File: src/include/aer_params.svh
// Constants for the error reporting register bank: offsets, fields, reset values.
// Assumes a 32-bit AHB-Lite slave with word-aligned registers.
`ifndef AER_PARAMS_SVH
`define AER_PARAMS_SVH
`define AER_OFF_UNC_STATUS   12'h104
`define AER_OFF_UNC_MASK     12'h108
`define AER_OFF_UNC_SEV      12'h10C
`define AER_OFF_COR_STATUS   12'h110
`define AER_OFF_COR_MASK     12'h114
`define AER_OFF_CAP_CTRL     12'h118
`define AER_OFF_HDR_LOG0     12'h11C
`define AER_OFF_HDR_LOG3     12'h128
`define AER_OFF_IRQ_STATUS   12'h130
`define AER_OFF_IRQ_MASK     12'h134
`define AER_UNC_IMPL         32'h001FF011
`define AER_SEV_RESET        32'h00062011
`define AER_COR_IMPL         32'h000011C1
`define AER_CAP_GEN_CAP      5
`define AER_CAP_GEN_EN       6
`define AER_CAP_CHK_CAP      7
`define AER_CAP_CHK_EN       8
`define AER_IRQ_BITS         2
`endif

File: src/include/aer_pkg.sv
// Types shared by the error reporting register bank.
// Assumes the constants header is included by users of these types.
package aer_pkg;
	// Bus data phase state of the slave.
	typedef enum logic [0:0] {
		AER_IDLE,
		AER_DATA
	} aer_phase_e;
	// Word of register storage.
	typedef logic [31:0] aer_word_t;
endpackage

File: src/rtl/aer_first_ptr.sv
// First error pointer: lowest newly logged uncorrectable position.
// Assumes the caller already gated events by mask and implemented bits.
`timescale 1ns/1ps
module aer_first_ptr (
	// Qualified uncorrectable events.
	input  wire logic [31:0] events,
	// Encoded position and whether any was found.
	output logic      [4:0]  position,
	output logic             found
);
	// Priority encoder from bit 0 upward so simultaneous errors pick one.
	always_comb begin
		position = 5'h00;
		found    = 1'b0;
		for (int i = 31; i >= 0; i--) begin
			if (events[i]) begin
				position = 5'(i);
				found    = 1'b1;
			end
		end
	end
endmodule

File: src/rtl/aer_regs.sv
// Advanced error reporting register bank with AHB-Lite slave and interrupt.
// Assumes error events are single-cycle pulses synchronous to hclk.
// Assumes the header of the failing packet stands on hdr_in in the event cycle.
// Assumes hot_reset is a synchronous level from logic on the same clock.
// The slave never inserts wait states, so hreadyout is tied high.
// A limitation: only one header is kept, so headers of later errors are not logged
// until software clears the status bit that the first error pointer names.
// Summary of operation
// - severity bit zero nonfatal, one fatal
// - bits 0,4,13,17,18 reset fatal
// - receiver error sets correctable bit 0
// - bad packet sets correctable bit 6
// - bad link packet sets bit 7
// - replay counter rollover sets bit 8
// - replay timeout sets bit 12
// - correctable mask blocks message and interrupt, not status logging
// - first error pointer holds first position
// - check and generate capable read one
// - bit 6 enables CRC generation
// - bit 8 enables CRC checking
// - four header words captured, big endian
// - uncorrectable status bits sticky write-one-clear
//
// Register access over AHB-Lite was chosen for this implementation.
`timescale 1ns/1ps
`include "aer_params.svh"
module aer_regs (
	// Clock and resets.
	input  wire logic        hclk,
	input  wire logic        hresetn,
	input  wire logic        hot_reset,
	// AHB-Lite slave.
	input  wire logic        hsel,
	input  wire logic [11:0] haddr,
	input  wire logic [1:0]  htrans,
	input  wire logic        hwrite,
	input  wire logic [2:0]  hsize,
	input  wire logic [31:0] hwdata,
	input  wire logic        hready,
	output logic      [31:0] hrdata,
	output logic             hreadyout,
	output logic             hresp,
	// Error events from the link and transaction layers.
	input  wire logic [31:0] unc_event,
	input  wire logic [31:0] cor_event,
	input  wire logic [127:0] hdr_in,
	// Controls and messages toward the link.
	output logic             ecrc_gen_en,
	output logic             ecrc_chk_en,
	output logic             msg_cor,
	output logic             msg_nonfatal,
	output logic             msg_fatal,
	output logic             irq
);
	////////////////////////////////////////////////////////////////////////////
	// Register state, one struct registered by one process.
	typedef struct packed {
		aer_pkg::aer_phase_e phase;
		logic                wr;
		logic [11:0]         addr;
		logic [31:0]         rdata;
		logic [31:0]         unc_sts;
		logic [31:0]         unc_msk;
		logic [31:0]         sev;
		logic [31:0]         cor_sts;
		logic [31:0]         cor_msk;
		logic [4:0]          fptr;
		logic                fptr_valid;
		logic                gen_en;
		logic                chk_en;
		logic [127:0]        hdr;
		logic [1:0]          irq_sts;
		logic [1:0]          irq_msk;
		logic                m_cor;
		logic                m_nf;
		logic                m_f;
		logic                irq;
	} aer_state_s;

	aer_state_s st_ff;    // Present state.
	aer_state_s nxt_st;   // Next state.
	logic [31:0] unc_log; // Unmasked uncorrectable events that get logged.
	logic [4:0]  enc_pos; // Encoded first position.
	logic        enc_hit; // Any unmasked uncorrectable event.

	// Byte-address decode and masking to implemented bits.
	function automatic logic [31:0] read_reg(input aer_state_s s, input logic [11:0] a);
		logic [31:0] r;
		r = 32'h00000000;
		unique case (a)
			`AER_OFF_UNC_STATUS: r = s.unc_sts;
			`AER_OFF_UNC_MASK:   r = s.unc_msk;
			`AER_OFF_UNC_SEV:    r = s.sev;
			`AER_OFF_COR_STATUS: r = s.cor_sts;
			`AER_OFF_COR_MASK:   r = s.cor_msk;
			`AER_OFF_CAP_CTRL: begin
				r[4:0] = s.fptr;
				r[`AER_CAP_GEN_CAP] = 1'b1;
				r[`AER_CAP_GEN_EN]  = s.gen_en;
				r[`AER_CAP_CHK_CAP] = 1'b1;
				r[`AER_CAP_CHK_EN]  = s.chk_en;
			end
			12'h11C: r = s.hdr[127:96];
			12'h120: r = s.hdr[95:64];
			12'h124: r = s.hdr[63:32];
			`AER_OFF_HDR_LOG3:   r = s.hdr[31:0];
			`AER_OFF_IRQ_STATUS: r = {30'h00000000, s.irq_sts};
			`AER_OFF_IRQ_MASK:   r = {30'h00000000, s.irq_msk};
			default:             r = 32'h00000000;
		endcase
		return r;
	endfunction

	// Unmasked uncorrectable events log; pointer captures only the first one.
	assign unc_log = unc_event & `AER_UNC_IMPL & ~st_ff.unc_msk;

	aer_first_ptr u_first_ptr (
		.events   (unc_log),
		.position (enc_pos),
		.found    (enc_hit)
	);

	////////////////////////////////////////////////////////////////////////////
	// Next state: bus phases, sticky flags, logging and messages.
	always_comb begin
		logic        wr_go;
		logic [31:0] cor_log;
		logic [31:0] w1c;
		nxt_st  = st_ff;
		wr_go   = st_ff.phase == aer_pkg::AER_DATA && st_ff.wr;
		w1c     = wr_go ? hwdata : 32'h00000000;
		cor_log = cor_event & `AER_COR_IMPL & ~st_ff.cor_msk;
		nxt_st.m_cor = 1'b0;
		nxt_st.m_nf  = 1'b0;
		nxt_st.m_f   = 1'b0;
		// Address phase taken when selected and the bus is ready.
		if (hsel && hready && htrans[1]) begin
			nxt_st.phase = aer_pkg::AER_DATA;
			nxt_st.wr    = hwrite;
			nxt_st.addr  = haddr;
			nxt_st.rdata = read_reg(st_ff, haddr);
		end else begin
			nxt_st.phase = aer_pkg::AER_IDLE;
		end
		// Software writes to read/write fields.
		if (wr_go) begin
			unique case (st_ff.addr)
				`AER_OFF_UNC_MASK: nxt_st.unc_msk = hwdata & `AER_UNC_IMPL;
				`AER_OFF_UNC_SEV:  nxt_st.sev = hwdata & `AER_UNC_IMPL;
				`AER_OFF_COR_MASK: nxt_st.cor_msk = hwdata & `AER_COR_IMPL;
				`AER_OFF_CAP_CTRL: begin
					nxt_st.gen_en = hwdata[`AER_CAP_GEN_EN];
					nxt_st.chk_en = hwdata[`AER_CAP_CHK_EN];
				end
				`AER_OFF_IRQ_MASK: nxt_st.irq_msk = hwdata[1:0];
				default: ;
			endcase
		end
		// Status flags: a same-cycle event wins over the write-one clear.
		nxt_st.unc_sts = (st_ff.unc_sts & ~((st_ff.addr == `AER_OFF_UNC_STATUS) ? w1c : 32'h0))
			| (unc_event & `AER_UNC_IMPL);
		nxt_st.cor_sts = (st_ff.cor_sts & ~((st_ff.addr == `AER_OFF_COR_STATUS) ? w1c : 32'h0))
			| (cor_event & `AER_COR_IMPL);
		// Pointer is rearmed once software clears the status bit it names.
		if (st_ff.fptr_valid && !nxt_st.unc_sts[st_ff.fptr]) begin
			nxt_st.fptr_valid = 1'b0;
		end
		if (!st_ff.fptr_valid && enc_hit) begin
			nxt_st.fptr       = enc_pos;
			nxt_st.fptr_valid = 1'b1;
			nxt_st.hdr        = hdr_in;
		end
		// Error messages toward the root complex, split by severity.
		if (|(unc_log & st_ff.sev)) begin
			nxt_st.m_f = 1'b1;
		end
		if (|(unc_log & ~st_ff.sev)) begin
			nxt_st.m_nf = 1'b1;
		end
		if (|cor_log) begin
			nxt_st.m_cor = 1'b1;
		end
		// Interrupt status: bit 0 correctable, bit 1 uncorrectable.
		w1c = (st_ff.addr == `AER_OFF_IRQ_STATUS) ? w1c : 32'h00000000;
		nxt_st.irq_sts = (st_ff.irq_sts & ~w1c[1:0]) | {|unc_log, |cor_log};
		nxt_st.irq = |(nxt_st.irq_sts & nxt_st.irq_msk);
	end

	////////////////////////////////////////////////////////////////////////////
	// Register the state; hot reset clears only the non-sticky parts.
	always_ff @(posedge hclk or negedge hresetn) begin
		if (!hresetn) begin
			st_ff     <= '0;
			st_ff.sev <= `AER_SEV_RESET;
		end else if (hot_reset) begin
			st_ff.phase   <= aer_pkg::AER_IDLE;
			st_ff.irq_sts <= 2'h0;
			st_ff.irq_msk <= 2'h0;
			st_ff.irq     <= 1'b0;
			st_ff.m_cor   <= 1'b0;
			st_ff.m_nf    <= 1'b0;
			st_ff.m_f     <= 1'b0;
		end else begin
			st_ff <= nxt_st;
		end
	end

	// Outputs straight from flip-flops; hreadyout and hresp are constants.
	assign hrdata       = st_ff.rdata;
	assign hreadyout    = 1'b1;
	assign hresp        = 1'b0;
	assign ecrc_gen_en  = st_ff.gen_en;
	assign ecrc_chk_en  = st_ff.chk_en;
	assign msg_cor      = st_ff.m_cor;
	assign msg_nonfatal = st_ff.m_nf;
	assign msg_fatal    = st_ff.m_f;
	assign irq          = st_ff.irq;

	// True in the data phase of a write; shared by the write checks above and below.
	function automatic logic wr_clear_any();
		return st_ff.phase == aer_pkg::AER_DATA && st_ff.wr;
	endfunction
endmodule

File: config.mk
export PLATFORM = sky130hd
export DESIGN_NAME = aer_regs
export DESIGN_NICKNAME = d
export VERILOG_FILES = /design/src/include/aer_pkg.sv /design/src/rtl/aer_first_ptr.sv /design/src/rtl/aer_regs.sv
export VERILOG_INCLUDE_DIRS = /design/src /design/src/include
export SDC_FILE = /design/constraint.sdc
export NUM_CORES = 1
export LEC_CHECK = 0
export BUFFER_PORTS_ARGS = -buffer_cell sky130_fd_sc_hd__buf_2
export CORE_AREA = 2 2 164 206
export DETAILED_ROUTE_END_ITERATION = 6
export DIE_AREA = 0 0 166 208
export HOLD_SLACK_MARGIN = 0.08
export PLACE_DENSITY_LB_ADDON = 0.08
export SLEW_MARGIN = 20
export SYNTH_ARGS = -nofsm -noshare
export SYNTH_HDL_FRONTEND = slang
export SYNTH_SLANG_ARGS = --single-unit
File: constraint.sdc
create_clock -name hclk -period 3.5 [get_ports hclk]
set_clock_uncertainty 0.2 [all_clocks]
set_input_delay 0.525 -clock hclk [delete_from_list [all_inputs] [get_ports hclk]]
set_output_delay 0.525 -clock hclk [all_outputs]
set_load 0.05 [all_outputs]
# Word-level counts from Yosys, hierarchy flattened
# Index checks and enable logic that the tools add are counted.
[word_totals]
ff_bits = 281
in_bits = 247
output_inout_bits = 40
wordCells = 161
[op_classes]
n_lt_le_gt_ge = 1
n_eq_ne = 20
n_mux = 82
bitwise_logic = 18
reduce_logical = 20
[op_table]
columns = ["cell", "count"]
rows = [
  ["$eq 12x9->1 const B", 20],
  ["$pmux 23 s9", 1],
  ["$mux 5", 32],
  ["$reduce_or 32->1", 4],
  ["$pmux 9 s12", 1],
  ["$and 32x32->32", 3],
  ["$mux 32", 3],
  ["$not 21->32", 2],
  ["$not 32->32", 2],
  ["$mux 1", 40],
  ["$and 13x32->32", 1],
  ["$and 21x32->32", 1],
  ["$and 32x21->32", 1],
  ["$not 13->32", 1],
  ["$or 32x13->32", 1],
  ["$or 32x21->32", 1],
  ["$reduce_and 3->1", 4],
  ["$mux 8", 1],
  ["$lt 5x6->1 const B", 1],
  ["$mux 2", 3],
  ["$reduce_and 2->1", 3],
  ["$bmux 1 s5", 1],
  ["$logic_and 1x1->1", 5],
  ["$and 2x2->2", 2],
  ["other kinds (6)", 7],
]

# Longest topological paths before layout
# Gate-level depths: netlist of the first run.
[logic_depth]
word_depth = 37
ltp_mapped = 10
mapped_depth_nobuf = 7

# Modules after synthesis
# From an unflattened synthesis of the first run, not the netlist that was laid out.
[hier_totals]
hier_cells = 1151
area_unflattened_um2 = 13256.5
[modules_own_cells]
columns = ["module", "n_inst", "cells_each", "area_each_um2", "seq_area_each_um2"]
rows = [
  ["aer_regs", 1, 1086, 12886.1, 7038.0],
  ["aer_first_ptr", 1, 65, 370.4, 0.0],
]

# Worst setup path after synthesis of the first run
# No wires, ideal clock.
[synth_path]
kind = "flip-flop to flip-flop"
startpoint = "register st_ff[337] (netlist name)"
endpoint = "register st_ff[240] (netlist name)"
arrival_time_ns = 2.251
setup_slack_ns = 0.924
stages_incl_launch_ff = 6
n_path_buf = 1
synth_period_minus_slack_ns = 2.576
path_cell_list = "dfrtp_1 -> or4b_4 -> or4_1 -> nor3_1 -> buf_2 -> mux2_2"
[synth_via]
elab_chain_len = 2
[synth_lines]
columns = ["element", "line", "rtl"]
rows = [
  ["from (decl)", "aer_regs.sv:80", "aer_state_s st_ff;"],
  ["from (signal assigned)", "aer_regs.sv:204", "st_ff <= nxt_st;"],
  ["$eq 12x9->1", "aer_regs.sv:147", "unique case (st_ff.addr)"],
  ["$reduce_and 3->1 (no line)", "n/a", ""],
]
# No other way between the ends.
# A chain may end at the register's enable or synchronous reset.

# Worst setup path after layout of the first run
[layout_path]
startpoint = "register st_ff[341] (netlist name)"
endpoint = "register st_ff[276] (netlist name)"
[layout_via]
elab_chain_len = 5
[layout_lines]
columns = ["element", "line", "rtl"]
rows = [
  ["$eq 12x9->1 (no line)", "n/a", ""],
  ["$mux 32", "aer_regs.sv:160", "nxt_st.unc_sts = (st_ff.unc_sts & ~((st_ff.addr == `AER_OFF_UNC_STATUS) ? w1c : 32'h0))"],
  ["$not 32->32", "aer_regs.sv:160", ""],
  ["$and 32x32->32", "aer_regs.sv:160", ""],
  ["$or 32x21->32", "aer_regs.sv:160", ""],
]
# No other way between the ends.

==> results of run 1 <==
[report_power, final]
part / internal [W] / switching (W)
Sequential: 0.00403 / 0.000515
Clock: 0.00211 / 0.00139
Combinational: 0.000754 / 0.00115
[cells in the final DEF, fill, tap and decap left out, types with 5 or more instances in the layout]
cell,n
a21boi_0,29
a21o_1,17
a21oi_1,17
a221oi_1,25
a222oi_1,17
a22o_1,12
a22oi_1,62
a311oi_1,7
a31oi_1,17
a41oi_1,10
buf_12,9
buf_2,231
buf_4,27
bufinv_16,5
clkbuf_16,31
clkbuf_8,6
clkinv_2,8
dfrtp_1,276
dfstp_2,5
dlygate4sd3_1,181
inv_1,22
mux2_2,25
nand2_1,519
nand2b_1,14
nand3_1,13
nand4_1,6
nor2_1,31
nor3_1,11
nor4_1,6
o21a_1,18
o21ai_0,35
[per-stage QoR]
step                      setup slack (ns)  std cells
after global routing                 0.189       2186
after CTS                            0.347       2184
after detailed placement             0.501       1947
after global placement               0.548       1947
after floorplan                      0.924       1373
final                                0.344       2186
[registers in the layout, indices dropped and copies added (netlist names)]
name,flops
ecrc_chk_en,1
ecrc_gen_en,1
hrdata,32
irq,1
msg_cor,1
msg_fatal,1
msg_nonfatal,1
st_ff,243
[worst paths after layout]
| check | startpoint | cells after the start | end |
|---|---|---|---|
| worst max-delay path | st_ff[341]$_DFFE_PN0P_ | 9 | st_ff[276]$_DFFE_PN0N_ |
| worst min-delay path | haddr[3] | 3 | st_ff[339]$_DFFE_PN0P_ |
| worst max register to register | st_ff[341]$_DFFE_PN0P_ | 9 | st_ff[276]$_DFFE_PN0N_ |
| worst min register to register | hrdata[13]$_DFFE_PN0P_ | 1 | hrdata[13]$_DFFE_PN0P_ |
| max in group asynchronous | hresetn | 3 | st_ff[143]$_DFFE_PN0P_ |
| min in group asynchronous | hresetn | 2 | hrdata[16]$_DFFE_PN0P_ |
[worst register-to-register path, cell delays in order, from the launching register on]
cell,delay (ns)
dfrtp_1,0.46
or4_4,0.60
nor4_4,0.23
buf_4,0.27
nand2_1,0.17
nor2_1,0.17
buf_4,0.17
nand2_1,0.06
a22o_1,0.17
dlygate4sd3_1,0.56
[final cells by class]
class / count / share of cell area
flip-flops and latches: 281 / 0.407
multi-input cells: 957 / 0.300
repair buffers: 449 / 0.195
clock buffers: 38 / 0.0498
well taps: 418 / 0.0302
clock inverters: 18 / 0.0133
inverters: 23 / 0.00499
diodes: 2 / 0.000289
[kinds of logic (layout without fill, tap and decap cells)]
family                 Yosys count  count (layout)  share of synthesized area
multiplexers                    33              33                     0.0286
flip-flops                     281             281                      0.548
buffers and inverters          135             528                     0.0498
AND/OR/NAND/NOR                634             634                      0.205
other                            2               4                   0.000585
AO/OA/AOI/OAI                  288             288                      0.167
[routing by layer]
layer | wire length, um | track usage
met1 | 18800 | 0.326
met2 | 21800 | 0.438
met3 | 2170 | 0.0352
met4 | 1470 | 0.0951
met5 | 0 | 0
==> impl_metrics.yaml, run 1 <==
logic_synthesis:
  synth_edf_count: 0
  synth-async-reset-ratio: 1.00
  syn_avg_cell_area_um2: 9.35
  synth_top_cells_by_count: "nand2_1, dfrtp_1, clkbuf_1"
  synth_seq_area_share: 0.548
  synth_top_area_cell: "dfrtp_1"
  yosys_warnings: 0
  syn_nets: 1620
  synth_flop_cell: "dfrtp_1"
  synth_cell_types: 62
  ys_seq_elements: 281
  synthTopCellsByArea: "dfrtp_1, nand2_1, a22oi_1, mux2_2, clkbuf_1"
  synth_top_area_share: 0.538
  syn_inst: 1373
  syn_area_um2: 12800
  yosysMostFrequentCell: "nand2_1"
setup_path:
  crit_arrival_ns: 3.42
  cpMaxStageDelayCell: "or4_4"
  cp-start-kind: "register"
  r2r_slack_ns: 0.34
  path_cells: "or4_4, nor4_4, buf_4, nand2_1, nor2_1, buf_4, nand2_1, a22o_1, dlygate4sd3_1"
  cp-end-kind: "register"
  crit_fanout: 13
  required_ns: 3.76
  path_class: "register to register"
  crit_buf_inv: 3
  cpPeakStageDelay_ns: 0.60
  cp_top_family: "simple AND/OR/NAND/NOR gates"
grt:
  grt_max_degree: 92
  grt_pass1_wl_um: 69600
  antenna_found_initial: 2
  grt_usage: 0.255
  grt.overflow.total: 0
  grt_pass1_vias: 12300
cts:
  cts_resized: 0
  holdBufCountCts: 181
  cts_setup_buffers: 0
  ctsRootBufferMaster: "clkbuf_16"
  h-tree-depth: 1
  cts_tree: "built"
  cts-buffers-inserted: 30
  clk_latency_ns: 0.58
  cts.clk_slew.worst_paths_ns: 0.07
  cts_buffer_depth: 3
  cts.sinks: 281
timing:
  slew_headroom: 0.451
  hold_viol_final: 0
  final_max_slew_viol_count: 0
  finalSetupViolCount: 0
  holdWs_ns: 0.100
  finalCriticalPeriod_ns: 3.16
  fin_crit_sh: 0.902
  finalSetupTns_ns: 0
  fmax_mhz: 317
  rsz0062_at_grt: "false"
  tightest_slew_ns: 0.823
route:
  drt_iter0_drc: 820
  wl_per_cell_um: 20.3
  ant_nets: 0
  vias: 11700
  wl_um: 44300
  first_pass_iters: 7
  route.detailed.drc: 0
  via_per_inst: 5.34
final_layout:
  final_nets: 1989
  stdcell_area_um2: 17300
  fin_util: 0.532
  regArea_um2: 7040
  fillers: 2990
  drive_above_1_share: 0.210
  area_delta_synth_final_pct: 34.8
  multi_input_area_um2: 5190
placed_design:
  routabilityCongestion: 0.847
  dp_hpwl_um: 29200
  placed_area_um2: 14400
  io_buffers: 232
power:
  total_power_w: 0.00994
  cellPowerDensity_nw_per_um2: 575
  peakVddDrop_uv: 320
  p_leak_nw: 8.47
die:
  die_height_um: 208
  die-area_um2: 34500
  start_util: 0.395
  io_pins: 287
  core_area_um2: 32500
  rows: 74
  die_x_um: 166
min_path:
  holdCritPathClass: "primary input to register"
status:
  status: "finished, final reports clean"
run:
  cap_violations: 0
(Power assumes the default switching activity.)
==> inputs of run 2 (changes only) <==
==> constraint.sdc (replaced) <==
create_clock -name hclk -period 3 [get_ports hclk]
set_clock_uncertainty 0.2 [all_clocks]
set_input_delay 0.45 -clock hclk [delete_from_list [all_inputs] [get_ports hclk]]
set_output_delay 0.45 -clock hclk [all_outputs]
set_load 0.05 [all_outputs]
==> impl_metrics.yaml, run 2 (same netlist as run 1, synthesis figures left out) <==
cts:
  cts_setup_buffers: 0
  cts.sinks: 281
  cts_buffer_depth: 3
  cts_resized: 0
  cts-buffers-inserted: 30
  ctsRootBufferMaster: "clkbuf_16"
  h-tree-depth: 1
  cts.clk_slew.worst_paths_ns: 0.06
  cts_tree: "built"
  clk_latency_ns: 0.57
  holdBufCountCts: 190
power:
  peakVddDrop_uv: 389
  swShare: 0.305
  p_int_w: 0.00807
  power.switching_w: 0.00354
  p_comb_frac: 0.196
  p_leak_nw: 8.58
  cellPowerDensity_nw_per_um2: 662
  pwr-share-clk: 0.348
  p_seq_frac: 0.456
final_layout:
  largest_register_ffs: 243
  area_delta_synth_final_pct: 36.7
  fin_util: 0.540
  final_nets: 2007
  final_common_cell: "nand2_1"
  most-common-layout-cells: "nand2_1, dfrtp_1, buf_2"
  largest-register: "st_ff"
  drive_above_1_share: 0.212
route:
  first_pass_iters: 5
  via_per_inst: 5.31
  ant_nets: 0
  wl_um: 44000
  drt_iter0_drc: 811
  wl_per_cell_um: 20.0
  vias: 11700
  route.detailed.drc: 0
placed_design:
  io_buffers: 232
  routabilityCongestion: 0.856
  dp_hpwl_um: 29000
grt:
  grt_usage: 0.254
  grt_pass1_vias: 12200
  grt_pass1_wl_um: 69200
  grt.overflow.total: 0
  grt_max_degree: 76
  antenna_found_initial: 1
setup_path:
  cpMostUsedCell: "a311oi_1"
  crit_arrival_ns: 3.05
  path_class: "register to register"
  cp-end-kind: "register"
  cp-start-kind: "register"
  crit_fanout: 13
  cpMaxStageDelayCell: "or4b_4"
  cp_top_family: "simple AND/OR/NAND/NOR gates"
  path_cells: "or4b_4, nor4_4, buf_12, and2_1, nand2_1, a311o_1, a311oi_1, a311oi_1"
  required_ns: 3.21
  cpPeakStageDelay_ns: 0.61
  crit_buf_inv: 1
timing:
  fmax_mhz: 352
  hold_viol_final: 0
  finalSetupTns_ns: 0
  finalSetupViolCount: 0
  tightest_slew_ns: 0.714
  finalCriticalPeriod_ns: 2.84
  fin_crit_sh: 0.947
  rsz0062_at_grt: "false"
  slew_headroom: 0.524
  final_max_slew_viol_count: 0
die:
  io_pins: 287
  rows: 74
  start_util: 0.395
  die_height_um: 208
  die-area_um2: 34500
  die_x_um: 166
  core_area_um2: 32500
status:
  status: "finished, final reports clean"
min_path:
  holdCritPathClass: "primary input to async pin"
run:
  cap_violations: 0
==> run 2: per-layer routing <==
metal | part of all wire | global-route usage
met3 | 0.049 | 0.0320
met4 | 0.027 | 0.0666
met1 | 0.42 | 0.332
met5 | 0 | 0
met2 | 0.50 | 0.447
==> run 2: area by class of cell <==
class | instances | area, um2
Fill cell | 2969 | 15000
Timing Repair Buffer | 467 | 3610
Sequential cell | 281 | 7040
Inverter | 23 | 86.3
Tap cell | 418 | 523
Multi-Input combinational cell | 957 | 5190
Clock buffer | 42 | 917
Clock inverter | 13 | 171
Antenna cell | 1 | 2.50
==> run 2: final timing paths <==
check / from / endpoint / slack (ns) / depth (start not counted)
max in group asynchronous: hresetn / st_ff[208]$_DFFE_PN1P_ / 1.61 / 3
worst min register to register: hrdata[13]$_DFFE_PN0P_ / hrdata[13]$_DFFE_PN0P_ / 0.27 / 1
worst min-delay path: hresetn / st_ff[257]$_DFFE_PN0P_ / 0.18 / 2
worst max register to register: st_ff[337]$_DFFE_PN0P_ / st_ff[138]$_DFFE_PN0P_ / 0.16 / 8
worst max-delay path: st_ff[337]$_DFFE_PN0P_ / st_ff[138]$_DFFE_PN0P_ / 0.16 / 8
min in group hclk: hot_reset / st_ff[7]$_DFF_PN0_ / 0.20 / 3
==> run 2: power by group through the flow <==
stage | sequential (W) | combinational, W | clock, W
2_1_floorplan | 0.00514 | 0.00138 | 0
3_3_place_gp | 0.00533 | 0.00206 | 0
3_5_place_dp | 0.00537 | 0.00210 | 0
4_1_cts | 0.00529 | 0.00230 | 0.00411
5_1_grt | 0.00540 | 0.00262 | 0.00427
6_report | 0.00530 | 0.00227 | 0.00404
==> run 2: stage by stage <==
step	total power (W)	instance area, um2	hold WS, ns	cells	worst slack [ns]
after floorplan	0.00653	12800	-0.0456	1373	0.424
after global placement	0.00739	14600	0.175	1956	0.174
after detailed placement	0.00746	14600	0.178	1956	0.160
after CTS	0.0117	17500	0.180	2201	0.135
after global routing	0.0123	17500	0.202	2202	0.00567
final	0.0116	17500	0.181	2202	0.158
